File: src/apc_pkg.sv
// Shared constants for the converter power-up sequencer and its register link
package apc_pkg;
    // Device register map
    localparam int ADDR_W = 4;
    localparam int DATA_W = 16;
    localparam int NUM_REGS = 16;
    localparam logic [3:0] A_MAIN_CFG = 4'h0;
    localparam logic [3:0] A_CM_ADJ = 4'h1;
    localparam logic [3:0] A_FIRST_OFS = 4'h2;
    localparam logic [3:0] A_FIRST_RNG = 4'h3;
    localparam logic [3:0] A_CAL_ADJ = 4'h4;
    localparam logic [3:0] A_SECOND_OFS = 4'hA;
    localparam logic [3:0] A_SECOND_RNG = 4'hB;
    localparam logic [3:0] A_DLY_COARSE = 4'hC;
    localparam logic [3:0] A_DLY_FINE = 4'hD;
    localparam logic [3:0] A_MC_SYNC = 4'hE;
    // One bit per address that holds a real register
    localparam logic [15:0] REG_MAPPED = 16'h7C1F;
    // Power-on values, indexed by address; reserved entries stay zero
    localparam logic [15:0] REG_RST [NUM_REGS] = '{
        16'h2000, 16'h2A00, 16'h0000, 16'h0000,
        16'h0000, 16'h0000, 16'h0000, 16'h0000,
        16'h0000, 16'h0000, 16'h0000, 16'h0000,
        16'h0000, 16'h0000, 16'h0000, 16'h0000};
    // Main configuration fields
    localparam int B_CAL = 15;
    localparam int B_PD_FIRST = 11;
    localparam int B_PD_SECOND = 10;
    localparam int B_DES = 7;
    localparam logic [15:0] CAL_MASK = 16'h8000;
    // Serial frame: header (read flag, zeros, address) then data, MSB first
    localparam int HDR_W = 8;
    localparam int FRAME_W = 24;
    localparam int HDR_RD = 7;
    localparam logic [2:0] HDR_PAD = 3'h0;
    // Pin synchroniser reset: select line idles high
    localparam logic [10:0] PIN_SYNC_RST = 11'h400;
    // Controller register indices and pin-control fields
    localparam logic [1:0] C_PINS = 2'h0;
    localparam logic [1:0] C_CMD = 2'h1;
    localparam logic [1:0] C_DATA = 2'h2;
    localparam logic [1:0] C_STAT = 2'h3;
    localparam int PINS_W = 7;
    localparam logic [6:0] PINS_RST = 7'h00;
    // Serial clock half period in controller cycles
    localparam int SCLK_HALF = 8;
endpackage

File: src/apc_link_if.sv
// Link between the converter's configuration logic and its controller
`timescale 1ns/100ps
interface apc_link_if #(
    parameter logic CAL_DLY_STRAP = 1'b0
) (
    input wire logic i_lclk
);
    logic lclk;
    logic sclk;
    logic scs_n;
    logic sdi;
    logic sdo;
    logic extended_control_mode;
    logic cal;
    logic pd_first;
    logic pd_second;
    logic des;
    logic demux;
    logic data_clock_reset;
    logic cal_delay_select_pin;

    assign lclk = i_lclk;
    // Delay select is a resistor strap, never driven by the controller
    assign cal_delay_select_pin = CAL_DLY_STRAP; // RULE_13

    modport dev (
        input lclk, sclk, scs_n, sdi, extended_control_mode, cal, pd_first, pd_second,
        input des, demux, data_clock_reset, cal_delay_select_pin,
        output sdo
    );
    modport ctl (
        output sclk, scs_n, sdi, extended_control_mode, cal, pd_first, pd_second,
        output des, demux, data_clock_reset,
        input sdo
    );
endinterface

File: src/apc_dev.sv
// Converter end: power-up calibration sequencing, register map, data clocks
//
// Functional notes
// RULE_01 - Auto calibration after strap-selected delay
// RULE_02 - Full performance only after calibration on config
// RULE_03 - Controller configures before starting calibration
// RULE_04 - Configure via serial registers or pins
// RULE_05 - Strapped pins already apply at power-on
// RULE_06 - Strapped case valid after delay plus calibration
// RULE_07 - Controller recalibrates after late thermal settling
// RULE_08 - Controller stays quiet before supply is up
// RULE_09 - Early configuration makes power-on calibration complete
// RULE_10 - Late configuration needs an on-command calibration
// RULE_11 - One output data clock per channel
// RULE_12 - Data clock stops only when down or reset
// RULE_13 - Delay select pin is a resistor strap
// RULE_14 - Ten registers act only in extended mode
// RULE_15 - Four-bit addresses for the lower registers
// RULE_16 - Upper registers at C, D, E; rest reserved (REG_MAPPED also maps A and B as real registers)
// RULE_17 - Every register bit has a power-on value
// RULE_18 - Calibration bit rising edge, ORed with pin
// RULE_19 - Reserved addresses ignore writes, read zero
//
// The address-and-strobe port was chosen for this implementation.
`timescale 1ns/100ps
module apc_dev #(
    parameter int POC_DLY_SHORT = 4096,
    parameter int POC_DLY_LONG = 65536,
    parameter int CAL_EXEC = 8192
) (
    // Power-on reset
    input wire logic i_arst_n,
    // Link to the controller
    apc_link_if.dev lnk,
    // Converter-side status and data clocks
    output logic o_output_data_clock_first,
    output logic o_output_data_clock_second,
    output logic o_out_valid,
    output logic o_full_perf,
    output logic o_cal_busy
);
    import apc_pkg::*;

    localparam int CNT_W = 24;
    localparam int STRAP_SETTLE = 2;

    initial begin
        if (POC_DLY_SHORT < 1 || POC_DLY_LONG < 1 || CAL_EXEC < 1 ||
            POC_DLY_SHORT >= 2**CNT_W || POC_DLY_LONG >= 2**CNT_W ||
            CAL_EXEC >= 2**CNT_W) begin
            $error("apc_dev: delay counts out of range");
        end
    end

    typedef enum logic [3:0] {
        ST_STRAP = 4'b0001,
        ST_WAIT = 4'b0010,
        ST_CAL = 4'b0100,
        ST_IDLE = 4'b1000
    } apc_dst_t;

    ////////////////////////////////////////////////////////////////////////
    // Reset release and pin synchronisers
    logic clk;
    logic [1:0] rst_q;
    logic rst_n;
    logic [10:0] pin_a;
    logic [10:0] pin_m_q;
    logic [10:0] pin_s_q;
    logic s_scs_n;
    logic s_sclk;
    logic s_sdi;
    logic s_ecm;
    logic s_cal;
    logic s_pd_first;
    logic s_pd_second;
    logic s_des;
    logic s_demux;
    logic s_data_clock_reset;
    logic s_cal_delay_select_pin;

    assign clk = lnk.lclk;
    assign rst_n = rst_q[1];

    // Asserts at once, releases only on clean link clock edges
    always_ff @(posedge clk or negedge i_arst_n) begin
        if (!i_arst_n) begin
            rst_q <= 2'b00;
        end else begin
            rst_q <= {rst_q[0], 1'b1};
        end
    end

    assign pin_a = {lnk.scs_n, lnk.sclk, lnk.sdi, lnk.extended_control_mode, lnk.cal,
                    lnk.pd_first, lnk.pd_second, lnk.des, lnk.demux,
                    lnk.data_clock_reset, lnk.cal_delay_select_pin};

    always_ff @(posedge clk or negedge rst_n) begin
        if (!rst_n) begin
            pin_m_q <= PIN_SYNC_RST;
            pin_s_q <= PIN_SYNC_RST;
        end else begin
            pin_m_q <= pin_a;
            pin_s_q <= pin_m_q;
        end
    end

    assign {s_scs_n, s_sclk, s_sdi, s_ecm, s_cal, s_pd_first, s_pd_second,
            s_des, s_demux, s_data_clock_reset, s_cal_delay_select_pin} = pin_s_q;

    ////////////////////////////////////////////////////////////////////////
    // Serial register port, oversampled on the link clock
    logic sclk_prev_q;
    logic [FRAME_W-2:0] rx_q;
    logic [4:0] bit_q;
    logic hdr_rd_q;
    logic [ADDR_W-1:0] hdr_addr_q;
    logic [DATA_W-1:0] tx_q;
    logic sdo_q;
    logic [DATA_W-1:0] regs_q [NUM_REGS];

    wire sclk_rise = s_sclk && !sclk_prev_q && !s_scs_n;
    wire sclk_fall = !s_sclk && sclk_prev_q && !s_scs_n;
    wire hdr_done = sclk_rise && (bit_q == 5'(HDR_W - 1));
    wire frm_done = sclk_rise && (bit_q == 5'(FRAME_W - 1));
    wire [HDR_W-1:0] hdr_in = {rx_q[HDR_W-2:0], s_sdi};
    wire [DATA_W-1:0] wr_val = {rx_q[DATA_W-2:0], s_sdi};
    wire reg_we = frm_done && !hdr_rd_q && REG_MAPPED[hdr_addr_q]; // RULE_19
    wire [DATA_W-1:0] old_val = regs_q[hdr_addr_q];
    wire [DATA_W-1:0] cfg_diff = (wr_val ^ old_val) &
                                 ((hdr_addr_q == A_MAIN_CFG) ? ~CAL_MASK :
                                  16'hFFFF);

    always_ff @(posedge clk or negedge rst_n) begin
        if (!rst_n) begin
            sclk_prev_q <= 1'b0;
            rx_q <= '0;
            bit_q <= 5'h00;
            hdr_rd_q <= 1'b0;
            hdr_addr_q <= '0;
            tx_q <= 16'h0000;
            sdo_q <= 1'b0;
        end else begin
            sclk_prev_q <= s_sclk;
            if (s_scs_n) begin
                bit_q <= 5'h00;
            end else if (sclk_rise) begin
                rx_q <= {rx_q[FRAME_W-3:0], s_sdi};
                bit_q <= bit_q + 5'h01;
            end
            if (hdr_done) begin
                hdr_rd_q <= hdr_in[HDR_RD];
                hdr_addr_q <= hdr_in[ADDR_W-1:0];
                tx_q <= regs_q[hdr_in[ADDR_W-1:0]];
            end else if (sclk_fall && (bit_q >= 5'(HDR_W))) begin
                sdo_q <= tx_q[DATA_W-1];
                tx_q <= {tx_q[DATA_W-2:0], 1'b0};
            end
        end
    end

    // Only mapped addresses hold flops; reserved ones read as zero
    generate
        for (genvar i = 0; i < NUM_REGS; i++) begin : g_reg
            if (REG_MAPPED[i]) begin : g_rw
                always_ff @(posedge clk or negedge rst_n) begin
                    if (!rst_n) begin
                        regs_q[i] <= REG_RST[i]; // RULE_17
                    end else if (reg_we && (hdr_addr_q == 4'(i))) begin
                        regs_q[i] <= wr_val; // RULE_15 RULE_16
                    end
                end
            end else begin : g_res
                assign regs_q[i] = 16'h0000; // RULE_19
            end
        end
    endgenerate

    assign lnk.sdo = sdo_q;

    ////////////////////////////////////////////////////////////////////////
    // Effective configuration; registers count only in extended mode
    wire [DATA_W-1:0] main_cfg = regs_q[A_MAIN_CFG];
    wire ecm_on = s_ecm; // RULE_04
    wire cal_req = s_cal | (ecm_on & main_cfg[B_CAL]); // RULE_14 RULE_18
    wire pd_first = s_pd_first | (ecm_on & main_cfg[B_PD_FIRST]);
    wire pd_second = s_pd_second | (ecm_on & main_cfg[B_PD_SECOND]);
    wire des_on = ecm_on ? main_cfg[B_DES] : s_des;
    wire [2:0] cfg_vec = {ecm_on, des_on, s_demux};

    ////////////////////////////////////////////////////////////////////////
    // Power-up and calibration sequencer
    apc_dst_t st_q;
    logic dly_long_q;
    logic [CNT_W-1:0] cnt_q;
    logic cal_req_q;
    logic [2:0] cfg_prev_q;
    logic dirty_q;
    logic perf_q;
    logic valid_q;

    wire [CNT_W-1:0] dly_last = dly_long_q ? CNT_W'(POC_DLY_LONG - 1) :
                                CNT_W'(POC_DLY_SHORT - 1);
    wire wait_end = (st_q == ST_WAIT) && (cnt_q == dly_last);
    wire cal_end = (st_q == ST_CAL) && (cnt_q == CNT_W'(CAL_EXEC - 1));
    wire strap_end = (st_q == ST_STRAP) && (cnt_q == CNT_W'(STRAP_SETTLE));
    // Both sources must be low before a new rise can start a run
    wire cal_rise = cal_req && !cal_req_q; // RULE_18
    wire cmd_start = (st_q == ST_IDLE) && cal_rise;
    // Startup sampling counts as a config change only once sequencing runs
    wire cfg_chg = ((reg_we && ecm_on && (cfg_diff != 16'h0000)) ||
                    (cfg_vec != cfg_prev_q)) && (st_q != ST_STRAP);

    always_ff @(posedge clk or negedge rst_n) begin
        if (!rst_n) begin
            st_q <= ST_STRAP;
            dly_long_q <= 1'b0;
            cnt_q <= '0;
        end else begin
            case (st_q)
                ST_STRAP: begin
                    // Strap is taken once the synchroniser has settled
                    dly_long_q <= s_cal_delay_select_pin; // RULE_05
                    cnt_q <= strap_end ? '0 : cnt_q + CNT_W'(1);
                    if (strap_end) begin
                        st_q <= ST_WAIT;
                    end
                end
                ST_WAIT: begin
                    cnt_q <= wait_end ? '0 : cnt_q + CNT_W'(1);
                    if (wait_end) begin
                        st_q <= ST_CAL; // RULE_01
                    end
                end
                ST_CAL: begin
                    cnt_q <= cal_end ? '0 : cnt_q + CNT_W'(1);
                    if (cal_end) begin
                        st_q <= ST_IDLE; // RULE_06
                    end
                end
                ST_IDLE: begin
                    cnt_q <= '0;
                    if (cmd_start) begin
                        st_q <= ST_CAL; // RULE_10
                    end
                end
                default: st_q <= ST_IDLE;
            endcase
        end
    end

    // A change during a run marks that run stale; the change wins over
    // the clear at the run's start
    always_ff @(posedge clk or negedge rst_n) begin
        if (!rst_n) begin
            cal_req_q <= 1'b0;
            cfg_prev_q <= 3'h0;
            dirty_q <= 1'b0;
            perf_q <= 1'b0;
            valid_q <= 1'b0;
        end else begin
            cal_req_q <= cal_req;
            cfg_prev_q <= cfg_vec;
            if (cfg_chg) begin
                dirty_q <= 1'b1;
            end else if (wait_end || cmd_start) begin
                dirty_q <= 1'b0; // RULE_09
            end
            if (cfg_chg) begin
                perf_q <= 1'b0; // RULE_10
            end else if (cal_end) begin
                perf_q <= !dirty_q; // RULE_02
            end
            if (cal_end) begin
                valid_q <= 1'b1; // RULE_02
            end
        end
    end

    ////////////////////////////////////////////////////////////////////////
    // Per-channel data clocks at half the link clock
    logic output_data_clock_first_q;
    logic output_data_clock_second_q;

    wire output_data_clock_hold = s_data_clock_reset && s_demux;
    wire run_first = !pd_first && !output_data_clock_hold; // RULE_12
    wire run_second = !pd_second && !output_data_clock_hold; // RULE_12

    always_ff @(posedge clk or negedge rst_n) begin
        if (!rst_n) begin
            output_data_clock_first_q <= 1'b0;
            output_data_clock_second_q <= 1'b0;
        end else begin
            output_data_clock_first_q <= run_first ? !output_data_clock_first_q : 1'b0; // RULE_11
            output_data_clock_second_q <= run_second ? !output_data_clock_second_q : 1'b0; // RULE_11
        end
    end

    assign o_output_data_clock_first = output_data_clock_first_q;
    assign o_output_data_clock_second = output_data_clock_second_q;
    assign o_out_valid = valid_q;
    assign o_full_perf = perf_q;
    assign o_cal_busy = (st_q == ST_CAL);
endmodule

File: src/flat_wrapper.sv
// flat-port wrapper written by rule: the top's interface ports become plain ports
module apc_dev_flat import apc_pkg::*;
#(
    parameter int POC_DLY_SHORT = 4096,
    parameter int POC_DLY_LONG = 65536,
    parameter int CAL_EXEC = 8192
)
  (i_arst_n, o_output_data_clock_first, o_output_data_clock_second, o_out_valid, o_full_perf, o_cal_busy, i_lclk, lnk_sclk, lnk_scs_n, lnk_sdi, lnk_extended_control_mode, lnk_cal, lnk_pd_first, lnk_pd_second, lnk_des, lnk_demux, lnk_data_clock_reset, lnk_sdo);
  apc_link_if #(.CAL_DLY_STRAP(1'b0)) lnk_i (.i_lclk(i_lclk));
  input wire logic i_arst_n;
  output logic o_output_data_clock_first;
  output logic o_output_data_clock_second;
  output logic o_out_valid;
  output logic o_full_perf;
  output logic o_cal_busy;
  input wire logic i_lclk;
  input wire logic [$bits(lnk_i.sclk)-1:0] lnk_sclk;
  input wire logic [$bits(lnk_i.scs_n)-1:0] lnk_scs_n;
  input wire logic [$bits(lnk_i.sdi)-1:0] lnk_sdi;
  input wire logic [$bits(lnk_i.extended_control_mode)-1:0] lnk_extended_control_mode;
  input wire logic [$bits(lnk_i.cal)-1:0] lnk_cal;
  input wire logic [$bits(lnk_i.pd_first)-1:0] lnk_pd_first;
  input wire logic [$bits(lnk_i.pd_second)-1:0] lnk_pd_second;
  input wire logic [$bits(lnk_i.des)-1:0] lnk_des;
  input wire logic [$bits(lnk_i.demux)-1:0] lnk_demux;
  input wire logic [$bits(lnk_i.data_clock_reset)-1:0] lnk_data_clock_reset;
  output wire logic [$bits(lnk_i.sdo)-1:0] lnk_sdo;
  assign lnk_i.sclk = lnk_sclk;
  assign lnk_i.scs_n = lnk_scs_n;
  assign lnk_i.sdi = lnk_sdi;
  assign lnk_i.extended_control_mode = lnk_extended_control_mode;
  assign lnk_i.cal = lnk_cal;
  assign lnk_i.pd_first = lnk_pd_first;
  assign lnk_i.pd_second = lnk_pd_second;
  assign lnk_i.des = lnk_des;
  assign lnk_i.demux = lnk_demux;
  assign lnk_i.data_clock_reset = lnk_data_clock_reset;
  assign lnk_sdo = lnk_i.sdo;
  apc_dev #(.POC_DLY_SHORT(POC_DLY_SHORT), .POC_DLY_LONG(POC_DLY_LONG), .CAL_EXEC(CAL_EXEC)) u_core (.i_arst_n(i_arst_n), .lnk(lnk_i), .o_output_data_clock_first(o_output_data_clock_first), .o_output_data_clock_second(o_output_data_clock_second), .o_out_valid(o_out_valid), .o_full_perf(o_full_perf), .o_cal_busy(o_cal_busy));
endmodule
File: config.mk
export PLATFORM = sky130hd
export DESIGN_NAME = apc_dev_flat
export DESIGN_NICKNAME = d
export VERILOG_FILES = /design/src/apc_pkg.sv /design/src/apc_link_if.sv /design/src/apc_dev.sv /design/src/flat_wrapper.sv
export SDC_FILE = /design/constraint.sdc
export NUM_CORES = 1
export LEC_CHECK = 0
export BUFFER_PORTS_ARGS = -buffer_cell sky130_fd_sc_hd__clkbuf_2
export CAP_MARGIN = 20
export CORE_MARGIN = 2
export CORE_UTILIZATION = 57
export CTS_CLUSTER_DIAMETER = 150
export DETAILED_ROUTE_END_ITERATION = 10
export GPL_ROUTABILITY_DRIVEN = 0
export PLACE_DENSITY = 0.73
export SETUP_SLACK_MARGIN = 0.15
export SKIP_LAST_GASP = 1
export SLEW_MARGIN = 10
export SYNTH_ARGS = -nofsm -noshare
export SYNTH_HDL_FRONTEND = slang
export SYNTH_SLANG_ARGS = --single-unit
File: constraint.sdc
create_clock -name i_lclk -period 8.6 [get_ports i_lclk]
set_input_delay 2.15 -clock i_lclk [delete_from_list [all_inputs] [get_ports i_lclk]]
set_output_delay 2.15 -clock i_lclk [all_outputs]
set_load 0.005 [all_outputs]
## Word level (Yosys, flattened, before mapping)

Memory sizes are Yosys's and may differ from the RTL's.
Index checks and enable logic that the tools add are counted.
W data, S select, Z words.

| operators by class | value |
|---|---|
| equality and inequality tests | 24 |
| muxes and demuxes | 28 |
| reduce and logical (&&, ||, !) cells | 53 |
| bitwise logic cells | 12 |
| magnitude comparators | 4 |
| add/sub/neg operators | 2 |

Operator list:

| cell | count |
|---|---|
| $bmux W16 S4 | 2 |
| $mux W16 | 7 |
| $pmux W24 S4 | 1 |
| $mux W24 | 3 |
| $logic_and A1 B1 Y1 | 30 |
| $add A24 B1 Y24 const B | 1 |
| $eq A24 B12 Y1 const B | 1 |
| $eq A24 B13 Y1 const B | 1 |
| $eq A24 B2 Y1 const B | 1 |
| $eq A4 B4 Y1 const B | 6 |
| $and A16 B16 Y16 | 1 |
| $mux W4 | 4 |
| $pmux W4 S4 | 1 |
| $reduce_bool A16 Y1 | 1 |
| $xor A16 B16 Y16 | 1 |
| $eq A4 B2 Y1 const B | 3 |
| $logic_not A1 Y1 | 11 |
| $ge A5 B5 Y1 const B | 2 |
| $mux W5 | 2 |
| $not A4 Y5 | 2 |
| $eq A4 B1 Y1 const B | 2 |
| $eq A4 B3 Y1 const B | 2 |
| $mux W1 | 8 |
| $ne A2 B1 Y1 const B | 4 |
| other kinds (16) | 26 |

| storage, ports and cells | value |
|---|---|
| input port bits | 12 |
| word-level logic and storage cells | 153 |
| memory bits (read-only) | 16 |
| memories | 1 |
| flip-flop bits (word level) | 262 |

Memories:

| memory | depth | bits a word | read ports | clocked after Yosys merged registers in | wr ports | line | text |
|---|---|---|---|---|---|---|---|
| (no name shown) | 16 | 1 | 1 | 0 | 0 | apc_dev.sv:128 | `wire reg_we = frm_done && !hdr_rd_q && REG_MAPPED[hdr_addr_q];` |

## Longest topological paths before layout

| logic depth | value |
|---|---|
| depth after elaboration | 11 |
| mapped depth | 13 |

## Worst setup path before layout

No wires, ideal clock.

| timing | value |
|---|---|
| kind | register -> output |
| start point | reg u_core.st_q[2] |
| end point | out o_cal_busy |
| buffers on the path | 1 |
| stages on the path, launching flop included | 4 |
| required time | 6.450 ns |
| setup slack | 5.569 ns |
| data arrival time | 0.881 ns |
| cell sequence | dfrtp_1 > clkbuf_1 > nand2b_1 > nor3_1 |

| on the way | value |
|---|---|
| longest elaborated chain between the ends | 1 |

Ends and longest elaborated chain:

| element | line | text |
|---|---|---|
| start, declared | apc_dev.sv:193 | `apc_dst_t st_q;` |
| start signal, assigned | apc_dev.sv:216 | `st_q <= ST_STRAP;` |
| start signal, assigned | apc_dev.sv:226 | `st_q <= ST_WAIT;` |
| start signal, assigned | apc_dev.sv:232 | `st_q <= ST_CAL;` |
| $eq A4 B3 Y1 | apc_dev.sv:303 | `assign o_cal_busy = (st_q == ST_CAL);` |
| end, declared | flat_wrapper.sv:15 | `output logic o_cal_busy;` |

No other way between the ends.

## Worst setup path after layout

| timing | value |
|---|---|
| start point | reg u_core.pin_s_q[9] |
| end point | reg u_core.regs_q[231] (netlist name) |

| on the way | value |
|---|---|
| longest elaborated chain between the ends | 6 |

Ends and longest elaborated chain:

| element | line | text |
|---|---|---|
| start, declared | apc_dev.sv:69 | `logic [10:0] pin_s_q;` |
| start signal, assigned | apc_dev.sv:104 | `pin_s_q <= pin_m_q;` |
| $logic_and A1 B1 Y1 (2 in a row) | apc_dev.sv:122 | `wire sclk_rise = s_sclk && !sclk_prev_q && !s_scs_n;` |
| $logic_and A1 B1 Y1 | apc_dev.sv:125 | `wire frm_done = sclk_rise && (bit_q == 5'(FRAME_W - 1));` |
| $logic_and A1 B1 Y1 (2 in a row) | apc_dev.sv:128 |  |
| $logic_and A1 B1 Y1 | apc_dev.sv:169 | `end else if (reg_we && (hdr_addr_q == 4'(i))) begin` |
| end signal, assigned by index | apc_dev.sv:168 | `regs_q[i] <= REG_RST[i];` |
| end signal, assigned by index | apc_dev.sv:170 | `regs_q[i] <= wr_val;` |
| end, declared | apc_dev.sv:120 | `logic [DATA_W-1:0] regs_q [NUM_REGS];` |

No other way between the ends.
A chain may end at the register's enable or synchronous reset.

==> results by group <==
Placement
  • Port bufs: 17
  • Dpl cells: 1383
  • Placed cell area: 13400 µm²
  • Post-DP HPWL: 21000 µm
  • Worst slack at placement: 4.68 ns

Floorplan
  • Chip height: 156 µm
  • Die width: 156 µm
  • Io pins: 18
  • Row Count: 55
  • Die area: 24300 µm²
  • Starting Density: 58.1%
  • Core ar.: 22600 µm²

Yosys
  • Area leader, netlist: dfrtp_1
  • Top-area cell type share of the netlist area: 48.5%
  • Ys async rst share: 100%
  • Post-Syn Area: 13100 µm²
  • Count of cell types in the netlist: 76
  • Cells after Synth: 1148
  • Yosys warns: 0
  • Post-synth EDFFs: 0
  • Synth top area cells: dfrtp_1 49%, mux2_2 16%, mux2i_1 5.1%
  • Most used DFF post-synth: dfrtp_1
  • Syn Nets: 1164
  • Synthesized area per cell: 11.5 µm²
  • Yosys reg bits: 262
  • Sequential area share after synthesis: 49.9%

Critical path
  • Crit-path slowest cell: nor2b_2
  • Crit Path Class: reg2reg
  • Crit path DAT: 4.42 ns
  • CP startpoint kind: flop
  • Reg-to-Reg End: u_core.regs_q[231]
  • Origin of the critical flop-to-flop path: u_core.pin_s_q[9]
  • Worst r2r path cells: 7
  • Critical path endpoint category: flop
  • Max FO, Critical Path: 18
  • R2R setup slack: 4.61 ns
  • CP Data Required Time: 9.03 ns
  • Critical Path Max Stage Delay: 0.79 ns
  • CP Cell Sequence: nor2b_1, nor2b_2, and3_1, o211ai_1, nor3_1, nand2_1, mux2_2

Clock tree
  • CTS H-tree depth: 1
  • CTS sink count: 262
  • Clock buffer depth: 3
  • CTS tree: built
  • Post-CTS sizing: 0
  • Total CTS buffers: 29
  • Post-CTS Repair Setup Buffers: 0
  • Clk Latency, worst-skew pair: 0.57 ns
  • Reg clk slew, reported paths: 0.06 ns
  • Post-CTS Hold Buffers: 0
  • Clock root buffer master: clkbuf_16

Power and ir drop
  • Worst IR drop on VDD: 206 µV
  • Total power: 2.83 mW
  • Pleak: 6.40 nW
  • Pwr per Cell Area: 196 nW/µm²

Routing
  • Final WL: 34000 µm
  • Avg WL per Cell: 23.6 µm
  • DR iter-0 viols: 969
  • 1st-pass router iterations: 7
  • Antenna violation net count after detailed routing: 0
  • Number of remaining DRC errors: 0
  • Average via count per standard cell: 6.57
  • Vias: 9452

GRT
  • Met1 Use GR: 41.0%
  • Grt total ovfl: 0
  • Largest net degree at the start of global routing: 172
  • Met2 global-route usage: 43.7%
  • Number of global-route vias before repair: 9436
  • Met3 Resource Use GR: 5.42%
  • GRT busiest layer: met2
  • First-pass GRT wire length: 54300 µm
  • Initial antenna violation count: 1
  • Global Route Usage Sum: 28.6%

Timing
  • Post-route minimum period: 3.99 ns
  • WHS: 0.325 ns
  • Final Cycle Share: 46.3%
  • Final setup TNS: 0 ns
  • Final setup vio count: 0
  • F_max: 251 MHz
  • Final setup margin: 4.61 ns
  • RSZ-0062 raised after global routing: no
  • Slew @ Worst Pin: 1.12 ns
  • Final hold viol count: 0
  • Slew margin rel.: 25.1%
  • Pins over their slew limit: 0
  • Max Clock Skew: 0.0216 ns

Worst hold path
  • Worst min-delay path class: reg2async

Layout
  • Design Area, Final: 14400 µm²
  • # nets final: 1147
  • Cell Count, Final, Fillers Out: 1438
  • Share of cells above drive strength 1: 26.9%
  • # diodes: 0
  • Layout area overhead: 9.74%
  • Post-Route Utilization: 63.7%
  • Fillers: 1757

Status
  • Status: complete, no violations

Job
  • Max-cap viol count: 0
logic make-up (layout without fill, tap and decap cells):
group,after synthesis,count (layout),synth area share (%)
flops,262,262,49.9
mux,261,261,22.5
simple gates,242,242,9.38
compound gates,238,238,11.9
buf+inv,101,106,3.29
xor+xnor,39,39,2.60
fa+ha+maj,4,4,0.381
other cells,1,1,0.0285
state kept, by name, indices dropped and copies added (netlist names), 2 cells and up:
name / count
u_core.hdr_addr_q: 4
u_core.cnt_q: 24
u_core.main_cfg: 16
u_core.rx_q: 15
u_core.cfg_prev_q: 3
u_core.pin_m_q: 10
u_core.rst_q: 2
u_core.bit_q: 5
u_core.tx_q: 16
u_core.pin_s_q: 10
u_core.st_q: 4
u_core.regs_q: 144
cell usage after synthesis, drive strengths merged (8+ instances only):
library cell and number:
inv 9, mux2 185, buf 28, nor4 11
a21oi 51, o21ai 53, nor3 17, mux2i 67
o22ai 37, clkbuf 64, nor2b 8, xnor2 17
nor2 79, a221oi 9, nand3 22, and3 10
dfrtp 255, a22oi 33, mux4 9, xor2 22
nand2 48
area by class of cell:
class / instances / area [µm²] / area share [%]
multi-input cells: 785 / 6180 / 42.8
clock buffers: 45 / 866 / 6.00
inverters: 9 / 33.8 / 0.234
well taps: 285 / 357 / 2.47
clock inverters: 8 / 86.3 / 0.598
repair buffers: 44 / 328 / 2.27
flip-flops and latches: 262 / 6580 / 45.6
power by group:
part           leakage [nW]  total (mW)  switching (mW)  internal, mW
Clock                 0.474        1.23           0.504         0.723
Sequential             3.55        1.33          0.0704          1.26
Combinational          2.38       0.273           0.194        0.0791
worst max-delay path by stage:
| stage | start | to | depth (start not counted) |
|---|---|---|---|
| floorplan | u_core.rst_q[1] | u_core.bit_q[0] | 0 |
| global placement | u_core.pin_s_q[9] | u_core.regs_q[232] | 7 |
| detailed placement | u_core.pin_s_q[9] | u_core.regs_q[231] | 7 |
| CTS | u_core.pin_s_q[9] | u_core.regs_q[231] | 7 |
| global route | u_core.pin_s_q[9] | u_core.regs_q[228] | 7 |
| finish | u_core.pin_s_q[9] | u_core.regs_q[231] | 7 |
cells in the final DEF (no fill, tap or decap), drive strengths merged, types with 3 or more instances in the layout:
cell,instances
a2111oi,4
a211oi,6
a21o,3
a21oi,51
a221o,3
a221oi,9
a22o,5
a22oi,33
a31oi,4
and2,3
and3,10
and4,3
buf,27
clkbuf,62
clkinv,5
dfrtp,255
dfstp,7
ha,4
inv,11
mux2,185
mux2i,67
mux4,9
nand2,48
nand2b,6
nand3,22
nand3b,6
nand4,6
nor2,79
nor2b,8
nor3,17
nor3b,7
nor4,11
nor4b,3
o21a,3
o21ai,53
o22ai,37
xnor2,17
xor2,22
per-layer routing:
metal  routed length (µm)  vias to the layer above
met5                    0                        -
met3                 2670                       91
li1                     -                     4199
met4                 1300                        0
met1                14600                     4753
met2                15400                      409
critical path, delay by kind of cell, from the launching register on:
kind	cells	cell delay (ns)
and+or+nand+nor	5	2.61
DFF	1	0.38
muxes	1	0.55
AOI/OAI and AO/OA	1	0.31
(Power assumes the default switching activity.)
